### config.mk
export PLATFORM = sky130hd
export DESIGN_NAME = power_down_and_output_buffer_regs
export DESIGN_NICKNAME = d
export VERILOG_FILES = /design/src/logic/pwr_regs_pkg.sv /design/src/logic/byte_reg.sv /design/src/logic/power_down_and_output_buffer_regs.sv
export SDC_FILE = /design/constraint.sdc
export NUM_CORES = 1
export LEC_CHECK = 0
export ABC_CLOCK_PERIOD_IN_PS = 1970
export BUFFER_PORTS_ARGS = -buffer_cell sky130_fd_sc_hd__buf_2
export CAP_MARGIN = 40
export CORE_ASPECT_RATIO = 0.7
export CORE_MARGIN = 5
export CORE_UTILIZATION = 40
export CTS_BUF_LIST = sky130_fd_sc_hd__clkbuf_4 sky130_fd_sc_hd__clkbuf_8 sky130_fd_sc_hd__clkbuf_16
export DETAILED_ROUTE_END_ITERATION = 10
export GPL_TIMING_DRIVEN = 1
export PLACE_DENSITY = 0.75
export SLEW_MARGIN = 20
export SYNTH_ARGS = -nofsm -noshare
export SYNTH_HDL_FRONTEND = slang
export SYNTH_SLANG_ARGS = --single-unit
### constraint.sdc
create_clock -name CLOCK_IN -period 1.97 [get_ports CLOCK_IN]
set_input_delay 0 -clock CLOCK_IN [delete_from_list [all_inputs] [get_ports CLOCK_IN]]
set_output_delay 0 -clock CLOCK_IN [all_outputs]
set_load 0.05 [all_outputs]
### src/logic/pwr_regs_pkg.sv
/*
 * pwr_regs_pkg: offsets, field positions, reset values and carrier structs for the power-down
 * and output-buffer register bank.
 * Assumes a register write/read port already decoded from the serial control port.
 */
package pwr_regs_pkg;

	localparam int ADDR_W = 8;
	localparam int DATA_W = 8;
	localparam int OB_W   = 24;

	// register offsets
	localparam logic [ADDR_W-1:0] OFF_POWER_DOWN_CONTROL = 8'h08;
	localparam logic [ADDR_W-1:0] OFF_OB_DISABLE_LOW     = 8'h0a;
	localparam logic [ADDR_W-1:0] OFF_OB_DISABLE_MID     = 8'h0b;
	localparam logic [ADDR_W-1:0] OFF_OB_DISABLE_HIGH    = 8'h0c;
	localparam logic [ADDR_W-1:0] OFF_GLOBAL_MASK        = 8'h0d;

	// power control field positions
	localparam int BIT_SAMPLE_CLOCK_BUFFER_OFF = 5;
	localparam int BIT_REFERENCE_AMP_OFF       = 4;
	localparam int BIT_CHANNEL_A_OFF           = 2;
	localparam int BIT_GLOBAL_POWER_OFF        = 0;
	// global mask field positions
	localparam int BIT_KEEP_CLOCK_BUFFER_ON    = 3;
	localparam int BIT_KEEP_REFERENCE_AMP_ON   = 2;

	// reset values; bit 1 of the power control register resets to one
	localparam logic [DATA_W-1:0] RST_POWER_DOWN_CONTROL = 8'h02;
	localparam logic [DATA_W-1:0] RST_OB_DISABLE         = 8'h00;
	localparam logic [DATA_W-1:0] RST_GLOBAL_MASK        = 8'h00;
	localparam logic [DATA_W-1:0] READ_UNMAPPED          = 8'h00;

	// register port request
	typedef struct packed {
		logic              wr;
		logic              rd;
		logic [ADDR_W-1:0] addr;
		logic [DATA_W-1:0] wdata;
	} reg_req_s;

	// block power-down controls
	typedef struct packed {
		logic sample_clock_buffer_off;
		logic reference_amp_off;
		logic channel_a_off;
	} block_off_s;

endpackage : pwr_regs_pkg

### src/logic/byte_reg.sv
/*
 * byte_reg: one byte-wide read/write configuration register with its own address match.
 * Assumes the request struct is synchronous to the clock.
 */
`timescale 1ns/1ps
module byte_reg #(
	parameter logic [pwr_regs_pkg::ADDR_W-1:0] ADDR      = 8'h00,
	parameter logic [pwr_regs_pkg::DATA_W-1:0] RST_VALUE = 8'h00
) (
	// clock and reset
	input  wire logic                            clk_in,
	input  wire logic                            rst_in,
	// register port
	input  wire pwr_regs_pkg::reg_req_s          req_in,
	output logic [pwr_regs_pkg::DATA_W-1:0]      value_out
);
	logic [pwr_regs_pkg::DATA_W-1:0] value_reg;
	logic [pwr_regs_pkg::DATA_W-1:0] value_next;

	// write takes the whole byte when the address matches
	always_comb begin
		value_next = value_reg;
		if (req_in.wr && req_in.addr == ADDR) begin
			value_next = req_in.wdata;
		end
	end

	always_ff @(posedge clk_in or posedge rst_in) begin
		if (rst_in) begin
			value_reg <= RST_VALUE;
		end else begin
			value_reg <= value_next;
		end
	end

	assign value_out = value_reg;

endmodule : byte_reg

### src/logic/power_down_and_output_buffer_regs.sv
/*
 * power_down_and_output_buffer_regs: power control, global power-down mask and the 24-bit
 * output-buffer disable field, with the resulting block power-down outputs.
 * Assumes writes and reads arrive already decoded from the serial control port, one per cycle.
 */
`timescale 1ns/1ps
// Overview of operation
// - Power control bit 5 set to one turns off the sampling clock buffer, resetting to zero.
// - Power control bit 4 set to one turns off the reference gain amplifier, resetting to zero.
// - Power control bit 2 set to one powers down converter channel A, resetting to zero.
// - Power control bit 0 set to one invokes global power-down, qualified by the mask at 0x0d for all blocks but channel A.
// - Each set bit of the 24-bit output-buffer field powers down its buffer, all resetting to 0.
// - Mask bit 3 set keeps the clock buffer on in global power-down, clear lets it turn off.
module power_down_and_output_buffer_regs #(
	parameter int OB_W = pwr_regs_pkg::OB_W
) (
	// clock and reset
	input  wire logic                            CLOCK_IN,
	input  wire logic                            RST_IN,
	// register port
	input  wire pwr_regs_pkg::reg_req_s          REQ_IN,
	output logic [pwr_regs_pkg::DATA_W-1:0]      RDATA_OUT,
	output logic                                 RVALID_OUT,
	// power-down controls
	output pwr_regs_pkg::block_off_s             BLOCK_OFF_OUT,
	output logic [OB_W-1:0]                      OUTPUT_BUFFER_DISABLE_FIELD_OUT
);
	localparam int NREG = 5;
	localparam logic [pwr_regs_pkg::ADDR_W-1:0] ADDRS [NREG] = '{
		pwr_regs_pkg::OFF_POWER_DOWN_CONTROL, pwr_regs_pkg::OFF_OB_DISABLE_LOW,
		pwr_regs_pkg::OFF_OB_DISABLE_MID, pwr_regs_pkg::OFF_OB_DISABLE_HIGH,
		pwr_regs_pkg::OFF_GLOBAL_MASK};
	localparam logic [pwr_regs_pkg::DATA_W-1:0] RSTS [NREG] = '{
		pwr_regs_pkg::RST_POWER_DOWN_CONTROL, pwr_regs_pkg::RST_OB_DISABLE,
		pwr_regs_pkg::RST_OB_DISABLE, pwr_regs_pkg::RST_OB_DISABLE,
		pwr_regs_pkg::RST_GLOBAL_MASK};

	logic [pwr_regs_pkg::DATA_W-1:0] regs [NREG];

	// one storage byte per register; reserved bits are stored as written so software reads back
	// exactly what it wrote, no hardware meaning is attached to them
	for (genvar i = 0; i < NREG; i++) begin : g_reg
		byte_reg #(
			.ADDR      (ADDRS[i]),
			.RST_VALUE (RSTS[i])
		) u_reg (
			.clk_in    (CLOCK_IN),
			.rst_in    (RST_IN),
			.req_in    (REQ_IN),
			.value_out (regs[i])
		);
	end

	logic [pwr_regs_pkg::DATA_W-1:0] pdc;
	logic [pwr_regs_pkg::DATA_W-1:0] mask;
	assign pdc  = regs[0];
	assign mask = regs[4];

	logic [pwr_regs_pkg::DATA_W-1:0] rdata_reg;
	logic [pwr_regs_pkg::DATA_W-1:0] rdata_next;
	logic                            rvalid_reg;
	logic                            rvalid_next;
	pwr_regs_pkg::block_off_s        off_reg;
	pwr_regs_pkg::block_off_s        off_next;
	logic [OB_W-1:0]                 ob_reg;
	logic [OB_W-1:0]                 ob_next;
	logic                            global_on;

	// read mux; unmapped offsets read zero so a probe of the rest of the map is harmless
	always_comb begin
		rdata_next  = pwr_regs_pkg::READ_UNMAPPED;
		rvalid_next = REQ_IN.rd;
		if (REQ_IN.rd) begin
			for (int k = 0; k < NREG; k++) begin
				if (REQ_IN.addr == ADDRS[k]) begin
					rdata_next = regs[k];
				end
			end
		end
	end

	// power-down decode; one cycle behind the stored bits so every output leaves a flip-flop
	always_comb begin
		global_on = pdc[pwr_regs_pkg::BIT_GLOBAL_POWER_OFF];
		off_next.sample_clock_buffer_off = pdc[pwr_regs_pkg::BIT_SAMPLE_CLOCK_BUFFER_OFF]
			| (global_on & ~mask[pwr_regs_pkg::BIT_KEEP_CLOCK_BUFFER_ON]);
		off_next.reference_amp_off = pdc[pwr_regs_pkg::BIT_REFERENCE_AMP_OFF]
			| (global_on & ~mask[pwr_regs_pkg::BIT_KEEP_REFERENCE_AMP_ON]);
		off_next.channel_a_off = pdc[pwr_regs_pkg::BIT_CHANNEL_A_OFF] | global_on;
		ob_next = OB_W'({regs[3], regs[2], regs[1]});
	end

	// registered outputs; reset clears every control so all blocks come up powered
	always_ff @(posedge CLOCK_IN or posedge RST_IN) begin
		if (RST_IN) begin
			rdata_reg  <= pwr_regs_pkg::READ_UNMAPPED;
			rvalid_reg <= 1'b0;
			off_reg    <= '0;
			ob_reg     <= '0;
		end else begin
			rdata_reg  <= rdata_next;
			rvalid_reg <= rvalid_next;
			off_reg    <= off_next;
			ob_reg     <= ob_next;
		end
	end

	assign RDATA_OUT                       = rdata_reg;
	assign RVALID_OUT                      = rvalid_reg;
	assign BLOCK_OFF_OUT                   = off_reg;
	assign OUTPUT_BUFFER_DISABLE_FIELD_OUT = ob_reg;
endmodule : power_down_and_output_buffer_regs

==> summary.md, run 1 <==
| Metric | Value |
|---|---|
| Result of the run | `finished clean` |
| Cells after Synth | `189` |
| Most frequent cell after synthesis | `sky130_fd_sc_hd__dfrtp_1` |
| Cell type group with the largest total delay on the critical path | `simple AND/OR/NAND/NOR gates` |
| FMAX | `652 MHz` |
| Largest stage delay, worst path | `0.46 ns` |
| Maximum clock path buffer count | `2` |
| Horizontal die dimension | `112 um` |
| Cell Rows | `25` |
| Global-route wire length before repair | `10.1 mm` |
| Reg2reg end | `RDATA_OUT[1]` |
| Most common library cells after synthesis | `75 x sky130_fd_sc_hd__dfrtp_1, 40 x sky130_fd_sc_hd__mux2_2, 16 x sky130_fd_sc_hd__nor2_1` |
| Placeable Area | `0.00688 sq mm` |
| Syn Area/Cell | `15.3 sq um` |
| Number of max-slew violations in the final report | `0` |
| Portion of the post-synthesis area used by sequential elements | `65.9%` |
| Proportion of synthesized flip-flops having asynchronous set or reset | `100%` |
| Net Count, Synth | `209` |
| Maximum level of the CTS H-tree | `3` |
| Switch share | `23.4%` |
| Worst-case headroom to the max-slew limit | `71.3%` |
| Layout cell share with drive strength beyond 1 | `47.8%` |
| Dominant cells by area after synthesis | `sky130_fd_sc_hd__dfrtp_1 65%, sky130_fd_sc_hd__mux2_2 16%, sky130_fd_sc_hd__mux2i_1 2.8%` |
| Setup_tns | `0 ns` |
| Maximum fanout count along the critical path | `10` |
| Worst reg2reg path depth | `4` |
| Post-detailed-route via-to-cell ratio | `4.91` |
| Final worst-path setup slack | `0.435 ns` |
| RR Startpoint | `g_reg[0].u_reg.value_out[1]` |
| Syn Std Cell Area | `0.00289 sq mm` |
| CP arrival | `1.76 ns` |
| Count of final setup violators | `0` |
| Post-synth EDFFs | `0` |
| Total of max-cap violations | `0` |
| Initial standard-cell utilization of the core | `41.9%` |
| Static leakage | `1.96 nW` |
| Post-synth cell types | `28` |
| Maximum vdd ir drop | `0.402 mV` |
| Final setup skew | `0.0111 ns` |
| Period utilisation layout | `77.9%` |
| Comb pwr share | `9.6%` |
| Primary FF master, synth | `sky130_fd_sc_hd__dfrtp_1` |
| Die Y-Extent | `81.1 um` |
| DRT antenna net count | `0` |
| Yosys warns | `0` |
| Internal Pwr Total | `2.60 mW` |
| Sequential fraction of design power | `49.2%` |
| Total chip power | `3.39 mW` |
| Area of the die | `0.00904 sq mm` |
| I/O pin total | `56` |
| WL per Instance | `16.0 um` |
| All-layer global routing usage | `14.9%` |
| Hold Fails Final Rpt | `0` |
| Count of input and output buffers | `55` |
| Net count reported at finish | `287` |
| Yosys top cell by area | `sky130_fd_sc_hd__dfrtp_1` |
| Clock-pin slew reported for the worst setup and hold paths after clock tree synthesis | `0.07 ns` |
| Area growth from synthesis to layout | `27.6%` |
| Placed cell count | `340` |
| Clock Latency Late Sink | `0.35 ns` |
| Startpoint type of the worst setup path | `primary input` |
| Fill count | `592` |
| Router iterations before antenna repair | `4` |
| Aggregate global routing overflow | `0` |
| Placement Setup Slack | `0.0718 ns` |
| TritonCTS clock tree | `built` |
| Pin count of the biggest net entering global routing | `59` |
| Flop and latch count out of synthesis | `76` |
| Number of buffers added for setup after CTS | `0` |
| Slew at the pin closest to its max-slew limit | `0.431 ns` |
| Critical Path, Cell by Cell | `buf_2 -> nor4b_4 -> nor3b_2 -> buf_12 -> and4_1 -> mux2_2` |
| Critical path's slowest cell | `sky130_fd_sc_hd__and4_1` |
| Routability Congestion | `0.831` |
| Root Buffer Master | `sky130_fd_sc_hd__clkbuf_8` |
| Vias in the first global route | `1,944` |
| Clock network fraction of design power | `41.2%` |
| Total number of vias | `1,797` |
| Power density over the cells | `920 mW/mm^2` |
| Top-area cell type share of the netlist area | `65.0%` |
| Number of antenna violations at the first check in global routing | `0` |
| Critical path capture point type | `flop` |
| Placed wire-length estimate after detailed placement | `4.08 mm` |
| Net Switching | `0.792 mW` |
| Unrepaired setup endpoints after global routing | `false` |
| Critical path type | `primary input to flop` |
| Min-Delay Path Class | `primary input to asynchronous set/reset pin` |
| Drc violations | `0` |
| CP required | `2.19 ns` |
| Final critical-path required period | `1.53 ns` |
| Antenna diode count | `0` |
| Clock tree sinks | `76` |
| Starting DRC count in detailed routing | `35` |
| Non-filler instance count after layout | `366` |
| Number of CTS-inserted buffers | `9` |
| Minimum setup slack among reg-to-reg paths | `0.96 ns` |
| Sum of buffers and inverters on the critical path | `2` |
| Final wirelength | `5.86 mm` |
[state kept, by name, summed over array words and instances (netlist names)]
name / cells
RVALID_OUT: 1
OUTPUT_BUFFER_DISABLE_FIELD_OUT: 24
BLOCK_OFF_OUT: 3
RDATA_OUT: 8
g.u_reg.value_out: 40
[area by class of cell]
class | count | area (sq um) | share of cell area, %
Sequential cell | 76 | 1900 | 51.7
Clock inverter | 6 | 113 | 3.06
Multi-Input combinational cell | 103 | 938 | 25.5
Clock buffer | 10 | 131 | 3.57
Tap cell | 94 | 118 | 3.19
Timing Repair Buffer | 74 | 468 | 12.7
Inverter | 3 | 11.3 | 0.306
[worst register-to-register path: cells and delay by family, from the launching register on]
family / cells / cell delay [ns]
flops: 1 / 0.54
mux: 1 / 0.06
compound gates: 2 / 0.21
simple gates: 1 / 0.13
[routing by layer]
metal  vias up  global-route usage (%)  part of all wire [%]
li1        835                       -                     -
met1       906                    18.3                    46
met2        51                    23.9                    47
met3         5                    6.92                   6.6
met4         0                    4.62                  0.73
met5         -                       0                     0
[kinds of logic (layout without fill, tap and decap cells)]
family,after synthesis,after routing,share of synthesized area (%)
buffers and inverters,10,93,1.78
DFF,76,76,65.9
AOI/OAI and AO/OA,26,26,6.76
and+or+nand+nor,29,29,7.15
muxes,48,48,18.4
[cell usage in the layout (no fill, tap or decap)]
master / count
sky130_fd_sc_hd__inv_2: 1
sky130_fd_sc_hd__nand3b_2: 1
sky130_fd_sc_hd__mux2i_1: 8
sky130_fd_sc_hd__dlygate4sd3_1: 10
sky130_fd_sc_hd__nand4b_1: 1
sky130_fd_sc_hd__dfrtp_1: 75
sky130_fd_sc_hd__nand2_1: 1
sky130_fd_sc_hd__buf_12: 2
sky130_fd_sc_hd__and2_1: 1
sky130_fd_sc_hd__buf_4: 7
sky130_fd_sc_hd__nor3b_4: 1
sky130_fd_sc_hd__nor2_1: 16
sky130_fd_sc_hd__buf_2: 55
sky130_fd_sc_hd__nor4bb_2: 1
sky130_fd_sc_hd__o21ai_0: 8
sky130_fd_sc_hd__o2bb2ai_1: 8
sky130_fd_sc_hd__nor2b_1: 1
sky130_fd_sc_hd__bufinv_16: 3
sky130_fd_sc_hd__or2_2: 1
sky130_fd_sc_hd__clkinv_4: 2
sky130_fd_sc_hd__inv_1: 2
sky130_fd_sc_hd__and4_1: 1
sky130_fd_sc_hd__a2bb2oi_1: 8
sky130_fd_sc_hd__nor3b_2: 1
sky130_fd_sc_hd__nor2_2: 1
sky130_fd_sc_hd__clkbuf_8: 9
sky130_fd_sc_hd__nor4b_4: 1
sky130_fd_sc_hd__a21o_1: 2
sky130_fd_sc_hd__mux2_2: 40
sky130_fd_sc_hd__dfstp_2: 1
sky130_fd_sc_hd__nand4b_4: 1
sky130_fd_sc_hd__clkinv_2: 1
sky130_fd_sc_hd__clkbuf_4: 1
[power groups by stage]
stage | sequential (mW) | combinational, mW | clock, mW
finish | 1.67 | 0.326 | 1.40
global route | 1.67 | 0.353 | 1.52
CTS | 1.67 | 0.331 | 1.43
detailed placement | 1.70 | 0.314 | 0
global placement | 1.69 | 0.310 | 0
floorplan | 1.79 | 0.110 | 0
[how the worst max path moves through the flow]
stage | endpoint | cells after the start | start
detailed placement | g_reg[2].u_reg.value_out[3] | 6 | REQ_IN[13]
global route | g_reg[2].u_reg.value_out[6] | 6 | REQ_IN[13]
CTS | g_reg[2].u_reg.value_out[3] | 6 | REQ_IN[13]
finish | g_reg[2].u_reg.value_out[4] | 6 | REQ_IN[13]
global placement | g_reg[2].u_reg.value_out[0] | 6 | REQ_IN[13]
floorplan | BLOCK_OFF_OUT[0] | 1 | RST_IN
[stage by stage]
step	util, %	instance area, sq um	hold WS (ns)
global placement	48.5	3340	-0.00914
global route	53.5	3680	0.177
floorplan	-	2890	0.0314
CTS	53.5	3680	0.165
detailed placement	48.5	3340	0.00289
finish	53.5	3680	0.181
[timing repair]
item	CTS	global route
endpoints found under the hold margin	67	0
gates resized for setup	0	0
setup endpoints to repair	0	0
hold buffers	10	0
Note: power is estimated with default switching activity, not from simulation.
==> run 2: changes to the inputs <==
--- a/config.mk
+++ b/config.mk
@@ -5,7 +5,7 @@
 export SDC_FILE = /design/constraint.sdc
 export NUM_CORES = 1
 export LEC_CHECK = 0
-export ABC_CLOCK_PERIOD_IN_PS = 1970
+export ABC_CLOCK_PERIOD_IN_PS = 1450
 export BUFFER_PORTS_ARGS = -buffer_cell sky130_fd_sc_hd__buf_2
 export CAP_MARGIN = 40
 export CORE_ASPECT_RATIO = 0.7
@@ -14,7 +14,7 @@
 export CTS_BUF_LIST = sky130_fd_sc_hd__clkbuf_4 sky130_fd_sc_hd__clkbuf_8 sky130_fd_sc_hd__clkbuf_16
 export DETAILED_ROUTE_END_ITERATION = 10
 export GPL_TIMING_DRIVEN = 1
-export PLACE_DENSITY = 0.75
+export PLACE_DENSITY = 0.73
 export SLEW_MARGIN = 20
 export SYNTH_ARGS = -nofsm -noshare
 export SYNTH_HDL_FRONTEND = slang
==> constraint.sdc (replaced) <==
create_clock -name CLOCK_IN -period 1.45 [get_ports CLOCK_IN]
set_input_delay 0 -clock CLOCK_IN [delete_from_list [all_inputs] [get_ports CLOCK_IN]]
set_output_delay 0 -clock CLOCK_IN [all_outputs]
set_load 0.05 [all_outputs]
==> summary.md, run 2 (same netlist as run 1, synthesis figures left out) <==
| Metric | Value |
|---|---|
| Count of final setup violators | `0` |
| I/O pin total | `56` |
| Count of input and output buffers | `55` |
| Root Buffer Master | `sky130_fd_sc_hd__clkbuf_8` |
| DRT antenna net count | `0` |
| CP arrival | `1.60 ns` |
| Layout cell share with drive strength beyond 1 | `50.2%` |
| RR Startpoint | `g_reg[1].u_reg.value_out[5]` |
| Routability Congestion | `0.773` |
| Leading cell type in the layout, fill and taps excluded | `sky130_fd_sc_hd__dfrtp_1` |
| Number of antenna violations at the first check in global routing | `0` |
| Critical path's slowest cell | `sky130_fd_sc_hd__nor4b_4` |
| Critical Path, Cell by Cell | `buf_2 -> nor4b_4 -> nor3b_4 -> nor4bb_2 -> buf_4 -> mux2_2` |
| Instance area after placement | `0.00341 sq mm` |
| Min-Delay Path Class | `primary input to flop` |
| CP required | `1.68 ns` |
| TritonCTS clock tree | `built` |
| Number of max-slew violations in the final report | `0` |
| Period utilisation layout | `94.9%` |
| Total chip power | `4.47 mW` |
| Final setup skew | `0.00752 ns` |
| Router iterations before antenna repair | `5` |
| FMAX | `727 MHz` |
| Clock-pin slew reported for the worst setup and hold paths after clock tree synthesis | `0.08 ns` |
| Global-route wire length before repair | `10.4 mm` |
| Worst hold margin | `0.201 ns` |
| Startpoint of the lowest-slack hold path | `REQ_IN[17]` |
| Total of max-cap violations | `0` |
| Startpoint type of the worst setup path | `primary input` |
| Vias in the first global route | `1,960` |
| Area growth from synthesis to layout | `30.6%` |
| Antenna diode count | `0` |
| All-layer global routing usage | `15.2%` |
| Clock tree sinks | `76` |
| Hold Fails Final Rpt | `0` |
| Post-route design area | `0.00377 sq mm` |
| Critical path capture point type | `flop` |
| Worst-case headroom to the max-slew limit | `68.2%` |
| Aggregate global routing overflow | `0` |
| Fill count | `582` |
| Net count reported at finish | `300` |
| Launch point of the worst path | `REQ_IN[13]` |
| Maximum level of the CTS H-tree | `3` |
| Starting DRC count in detailed routing | `67` |
| Power density over the cells | `1190 mW/mm^2` |
| Slew at the pin closest to its max-slew limit | `0.477 ns` |
| Setup_tns | `0 ns` |
| Initial standard-cell utilization of the core | `41.9%` |
| Clock Latency Late Sink | `0.34 ns` |
| Max FFs per register | `40` |
| Largest stage delay, worst path | `0.35 ns` |
| Core utilization of the finished layout | `54.8%` |
| Total number of vias | `1,822` |
| Final wirelength | `6.22 mm` |
| Post-detailed-route via-to-cell ratio | `4.81` |
| Maximum clock path buffer count | `2` |
| Maximum fanout count along the critical path | `5` |
| Number of CTS-inserted buffers | `9` |
| Result of the run | `finished clean` |
| Cell Rows | `25` |
| Placed wire-length estimate after detailed placement | `4.47 mm` |
| Most frequent cells in the layout | `75 x sky130_fd_sc_hd__dfrtp_1, 55 x sky130_fd_sc_hd__buf_2, 40 x sky130_fd_sc_hd__mux2_2, 20 x sky130_fd_sc_hd__buf_4, 16 x sky130_fd_sc_hd__nor2_1` |
| WL per Instance | `16.4 um` |
| Placeable Area | `0.00688 sq mm` |
| Pin count of the biggest net entering global routing | `32` |
| Cell type group with the largest total delay on the critical path | `simple AND/OR/NAND/NOR gates` |
| Final critical-path required period | `1.38 ns` |
| Horizontal die dimension | `112 um` |
| Drc violations | `0` |
| Maximum vdd ir drop | `0.504 mV` |
| Area of the die | `0.00904 sq mm` |
| Critical path type | `primary input to flop` |
| Die Y-Extent | `81.1 um` |
| Sum of buffers and inverters on the critical path | `2` |
| Static leakage | `2.00 nW` |
==> run 2: cell count changes in the layout (fill, tap and decap cells not counted), sizes merged <==
cell	previous run	this run
buf	64	77
bufinv	3	2
clkbuf	10	9
clkinv	3	1
clkinvlp	0	4
==> run 2: through the flow <==
stage,cells,worst slack [ns]
global placement,350,-0.265
CTS,376,0.0286
global route,379,-0.0180
detailed placement,350,-0.341
floorplan,189,0.0104
finish,379,0.0743
==> run 2: metal layers <==
metal,up-vias,global-route usage [%],part of all wire [%]
li1,863,-,-
met1,891,20.2,46
met2,59,23.3,44
met3,9,5.21,8.2
met4,0,5.71,1.2
met5,-,0,0
==> run 2: worst paths after layout <==
kind                       slack [ns]  cells after the start                                 end
min                              0.20                      3         g_reg[1].u_reg.value_out[0]
min in group asynchronous        0.22                      3  OUTPUT_BUFFER_DISABLE_FIELD_OUT[6]
max in group asynchronous        0.66                      4         g_reg[0].u_reg.value_out[1]
min reg2reg                      0.40                      0  OUTPUT_BUFFER_DISABLE_FIELD_OUT[4]
max                              0.07                      6         g_reg[0].u_reg.value_out[4]
max reg2reg                      0.44                      4                        RDATA_OUT[5]
==> run 2: what timing repair did <==
item | 4_1_cts | 5_1_grt
buffers inserted | 0 | 3
hold endpoints to repair | 64 | 0
setup endpoints to repair | 0 | 16
gates resized for setup | 0 | 2
hold buffers | 10 | 0
==> run 2: power breakdown <==
group	total, mW	switching, mW	internal (mW)	leakage, nW
registers	2.26	0.0492	2.21	1.04
clock network	1.75	0.773	0.976	0.102
logic	0.462	0.300	0.162	0.858
==> run 2: cell type report <==
type                    count  area [sq um]  share of cell area (%)
multi-input cells         103           945                    25.1
well taps                  94           118                    3.12
clock inverters             7           100                    2.66
repair buffers             87           566                    15.0
clock buffers               9           124                    3.29
inverters                   3          15.0                   0.398
flip-flops and latches     76          1900                    50.5
==> run 2: worst min-delay path, stage by stage <==
cell,delay [ns]
sky130_fd_sc_hd__buf_2,0.14
sky130_fd_sc_hd__nand4b_4,0.20
sky130_fd_sc_hd__mux2_2,0.17
==> run 3: changes to the inputs <==
--- a/config.mk
+++ b/config.mk
@@ -14,6 +14,7 @@
 export CTS_BUF_LIST = sky130_fd_sc_hd__clkbuf_4 sky130_fd_sc_hd__clkbuf_8 sky130_fd_sc_hd__clkbuf_16
 export DETAILED_ROUTE_END_ITERATION = 10
 export GPL_TIMING_DRIVEN = 1
+export MAX_ROUTING_LAYER = met4
 export PLACE_DENSITY = 0.73
 export SLEW_MARGIN = 20
 export SYNTH_ARGS = -nofsm -noshare
==> summary.md, run 3 (same netlist as run 1, synthesis figures left out) <==
| Metric | Value |
|---|---|
| Result of the run | `finished clean` |
| Aggregate global routing overflow | `0` |
| Maximum clock path buffer count | `2` |
| Max FFs per register | `40` |
| Global-route wire length before repair | `10.4 mm` |
| Post-detailed-route via-to-cell ratio | `4.85` |
| Pin count of the biggest net entering global routing | `32` |
| Number of antenna violations at the first check in global routing | `0` |
| Startpoint type of the worst setup path | `primary input` |
| Worst hold margin | `0.201 ns` |
| Total of max-cap violations | `0` |
| Slew at the pin closest to its max-slew limit | `0.479 ns` |
| DRT antenna net count | `0` |
| Drc violations | `0` |
| Maximum level of the CTS H-tree | `3` |
| Maximum fanout count along the critical path | `5` |
| Number of CTS-inserted buffers | `9` |
| CP arrival | `1.61 ns` |
| Placement Setup Slack | `-0.341 ns` |
| Hold-critical path depth | `3` |
| Critical path capture point type | `flop` |
| All-layer global routing usage | `15.7%` |
| Root Buffer Master | `sky130_fd_sc_hd__clkbuf_8` |
| Critical path's slowest cell | `sky130_fd_sc_hd__nor4b_4` |
| Router iterations before antenna repair | `5` |
| Worst reg2reg path depth | `4` |
| Non-filler instance count after layout | `379` |
| Final wirelength | `6.21 mm` |
| Layout cell share with drive strength beyond 1 | `50.2%` |
| Most frequent cells in the layout | `75 x sky130_fd_sc_hd__dfrtp_1, 55 x sky130_fd_sc_hd__buf_2, 40 x sky130_fd_sc_hd__mux2_2, 20 x sky130_fd_sc_hd__buf_4, 16 x sky130_fd_sc_hd__nor2_1` |
| Final critical-path required period | `1.38 ns` |
| Hold Fails Final Rpt | `0` |
| Min-Delay Path Class | `primary input to flop` |
| Starting DRC count in detailed routing | `58` |
| Die Y-Extent | `81.1 um` |
| Final worst-path setup slack | `0.0713 ns` |
| Worst-case headroom to the max-slew limit | `68.0%` |
| CP required | `1.68 ns` |
| TritonCTS clock tree | `built` |
| Critical Path, Cell by Cell | `buf_2 -> nor4b_4 -> nor3b_4 -> nor4bb_2 -> buf_4 -> mux2_2` |
| Period utilisation layout | `95.1%` |
| Cell Rows | `25` |
| Count of input and output buffers | `55` |
| Routability Congestion | `0.783` |
| Critical path type | `primary input to flop` |
| Maximum vdd ir drop | `0.504 mV` |
| Area of the die | `0.00904 sq mm` |
| Static leakage | `2.00 nW` |
| Area growth from synthesis to layout | `30.6%` |
| Fill count | `582` |
| WL per Instance | `16.4 um` |
| Power density over the cells | `1190 mW/mm^2` |
| Largest stage delay, worst path | `0.35 ns` |
| Placed wire-length estimate after detailed placement | `4.47 mm` |
| Net count reported at finish | `300` |
| Minimum setup slack among reg-to-reg paths | `0.44 ns` |
| Initial standard-cell utilization of the core | `41.9%` |
| Placed cell count | `350` |
| Antenna diode count | `0` |
| I/O pin total | `56` |
| Vias in the first global route | `1,959` |
| Count of final setup violators | `0` |
| Clock Latency Late Sink | `0.35 ns` |
| Horizontal die dimension | `112 um` |
| Clock-pin slew reported for the worst setup and hold paths after clock tree synthesis | `0.08 ns` |
| Placeable Area | `0.00688 sq mm` |
| Clock tree sinks | `76` |
| Final setup skew | `0.00744 ns` |
| Total chip power | `4.48 mW` |
| Leading cell type in the layout, fill and taps excluded | `sky130_fd_sc_hd__dfrtp_1` |
| Total number of vias | `1,840` |
| Number of max-slew violations in the final report | `0` |
| FMAX | `725 MHz` |
run 3: cell counts in the layout (fill, tap and decap cells not counted):
Identical to the previous run, type by type.
run 3: final cells by class:
cell class	count	area, sq um	share of cell area (%)
Clock buffer	9	124	3.29
Inverter	3	15.0	0.398
Sequential cell	76	1900	50.5
Clock inverter	7	100	2.66
Timing Repair Buffer	87	566	15.0
Multi-Input combinational cell	103	945	25.1
Tap cell	94	118	3.12
run 3: worst max-delay path: cells and delay by family:
| family | cells | cell delay (ns) |
|---|---|---|
| and+or+nand+nor | 3 | 0.94 |
| buffers and inverters | 2 | 0.32 |
| muxes | 1 | 0.33 |
run 3: layer usage:
layer,wire [um],share of wire [%],global-route usage (%)
met5,0,0,-
met4,73,1.2,5.71
met3,395,6.4,5.06
met2,2760,44,23.3
met1,2980,48,20.3
run 3: power by group:
group | total [mW] | switching [mW] | leakage, nW | internal [mW]
clock network | 1.75 | 0.777 | 0.102 | 0.976
logic | 0.463 | 0.301 | 0.858 | 0.162
registers | 2.26 | 0.0493 | 1.04 | 2.21
total | 4.48 | 1.13 | 2.00 | 3.35
run 3: through the flow:
| step | setup TNS, ns | area, sq um | utilization, % |
|---|---|---|---|
| floorplan | 0 | 2890 | - |
| global placement | -6.14 | 3410 | 49.6 |
| detailed placement | -7.79 | 3410 | 49.6 |
| CTS | 0 | 3730 | 54.3 |
| global route | -0.0785 | 3770 | 54.8 |
| finish | 0 | 3770 | 54.8 |
run 3: what timing repair did:
item / CTS / global route
resized for setup: 0 / 2
hold buffers: 10 / 0
setup buffers: 0 / 3
hold endpoints to repair: 64 / 0
endpoints found under the setup margin: 0 / 16
run 3: final timing paths:
kind                                                      endpoint                   startpoint
worst max-delay path                   g_reg[0].u_reg.value_out[4]                   REQ_IN[13]
worst min-delay path                   g_reg[1].u_reg.value_out[0]                   REQ_IN[17]
worst max register to register                        RDATA_OUT[5]  g_reg[1].u_reg.value_out[5]
worst min register to register  OUTPUT_BUFFER_DISABLE_FIELD_OUT[4]  g_reg[1].u_reg.value_out[4]
max in group asynchronous              g_reg[0].u_reg.value_out[1]                       RST_IN
min in group asynchronous       OUTPUT_BUFFER_DISABLE_FIELD_OUT[6]                       RST_IN
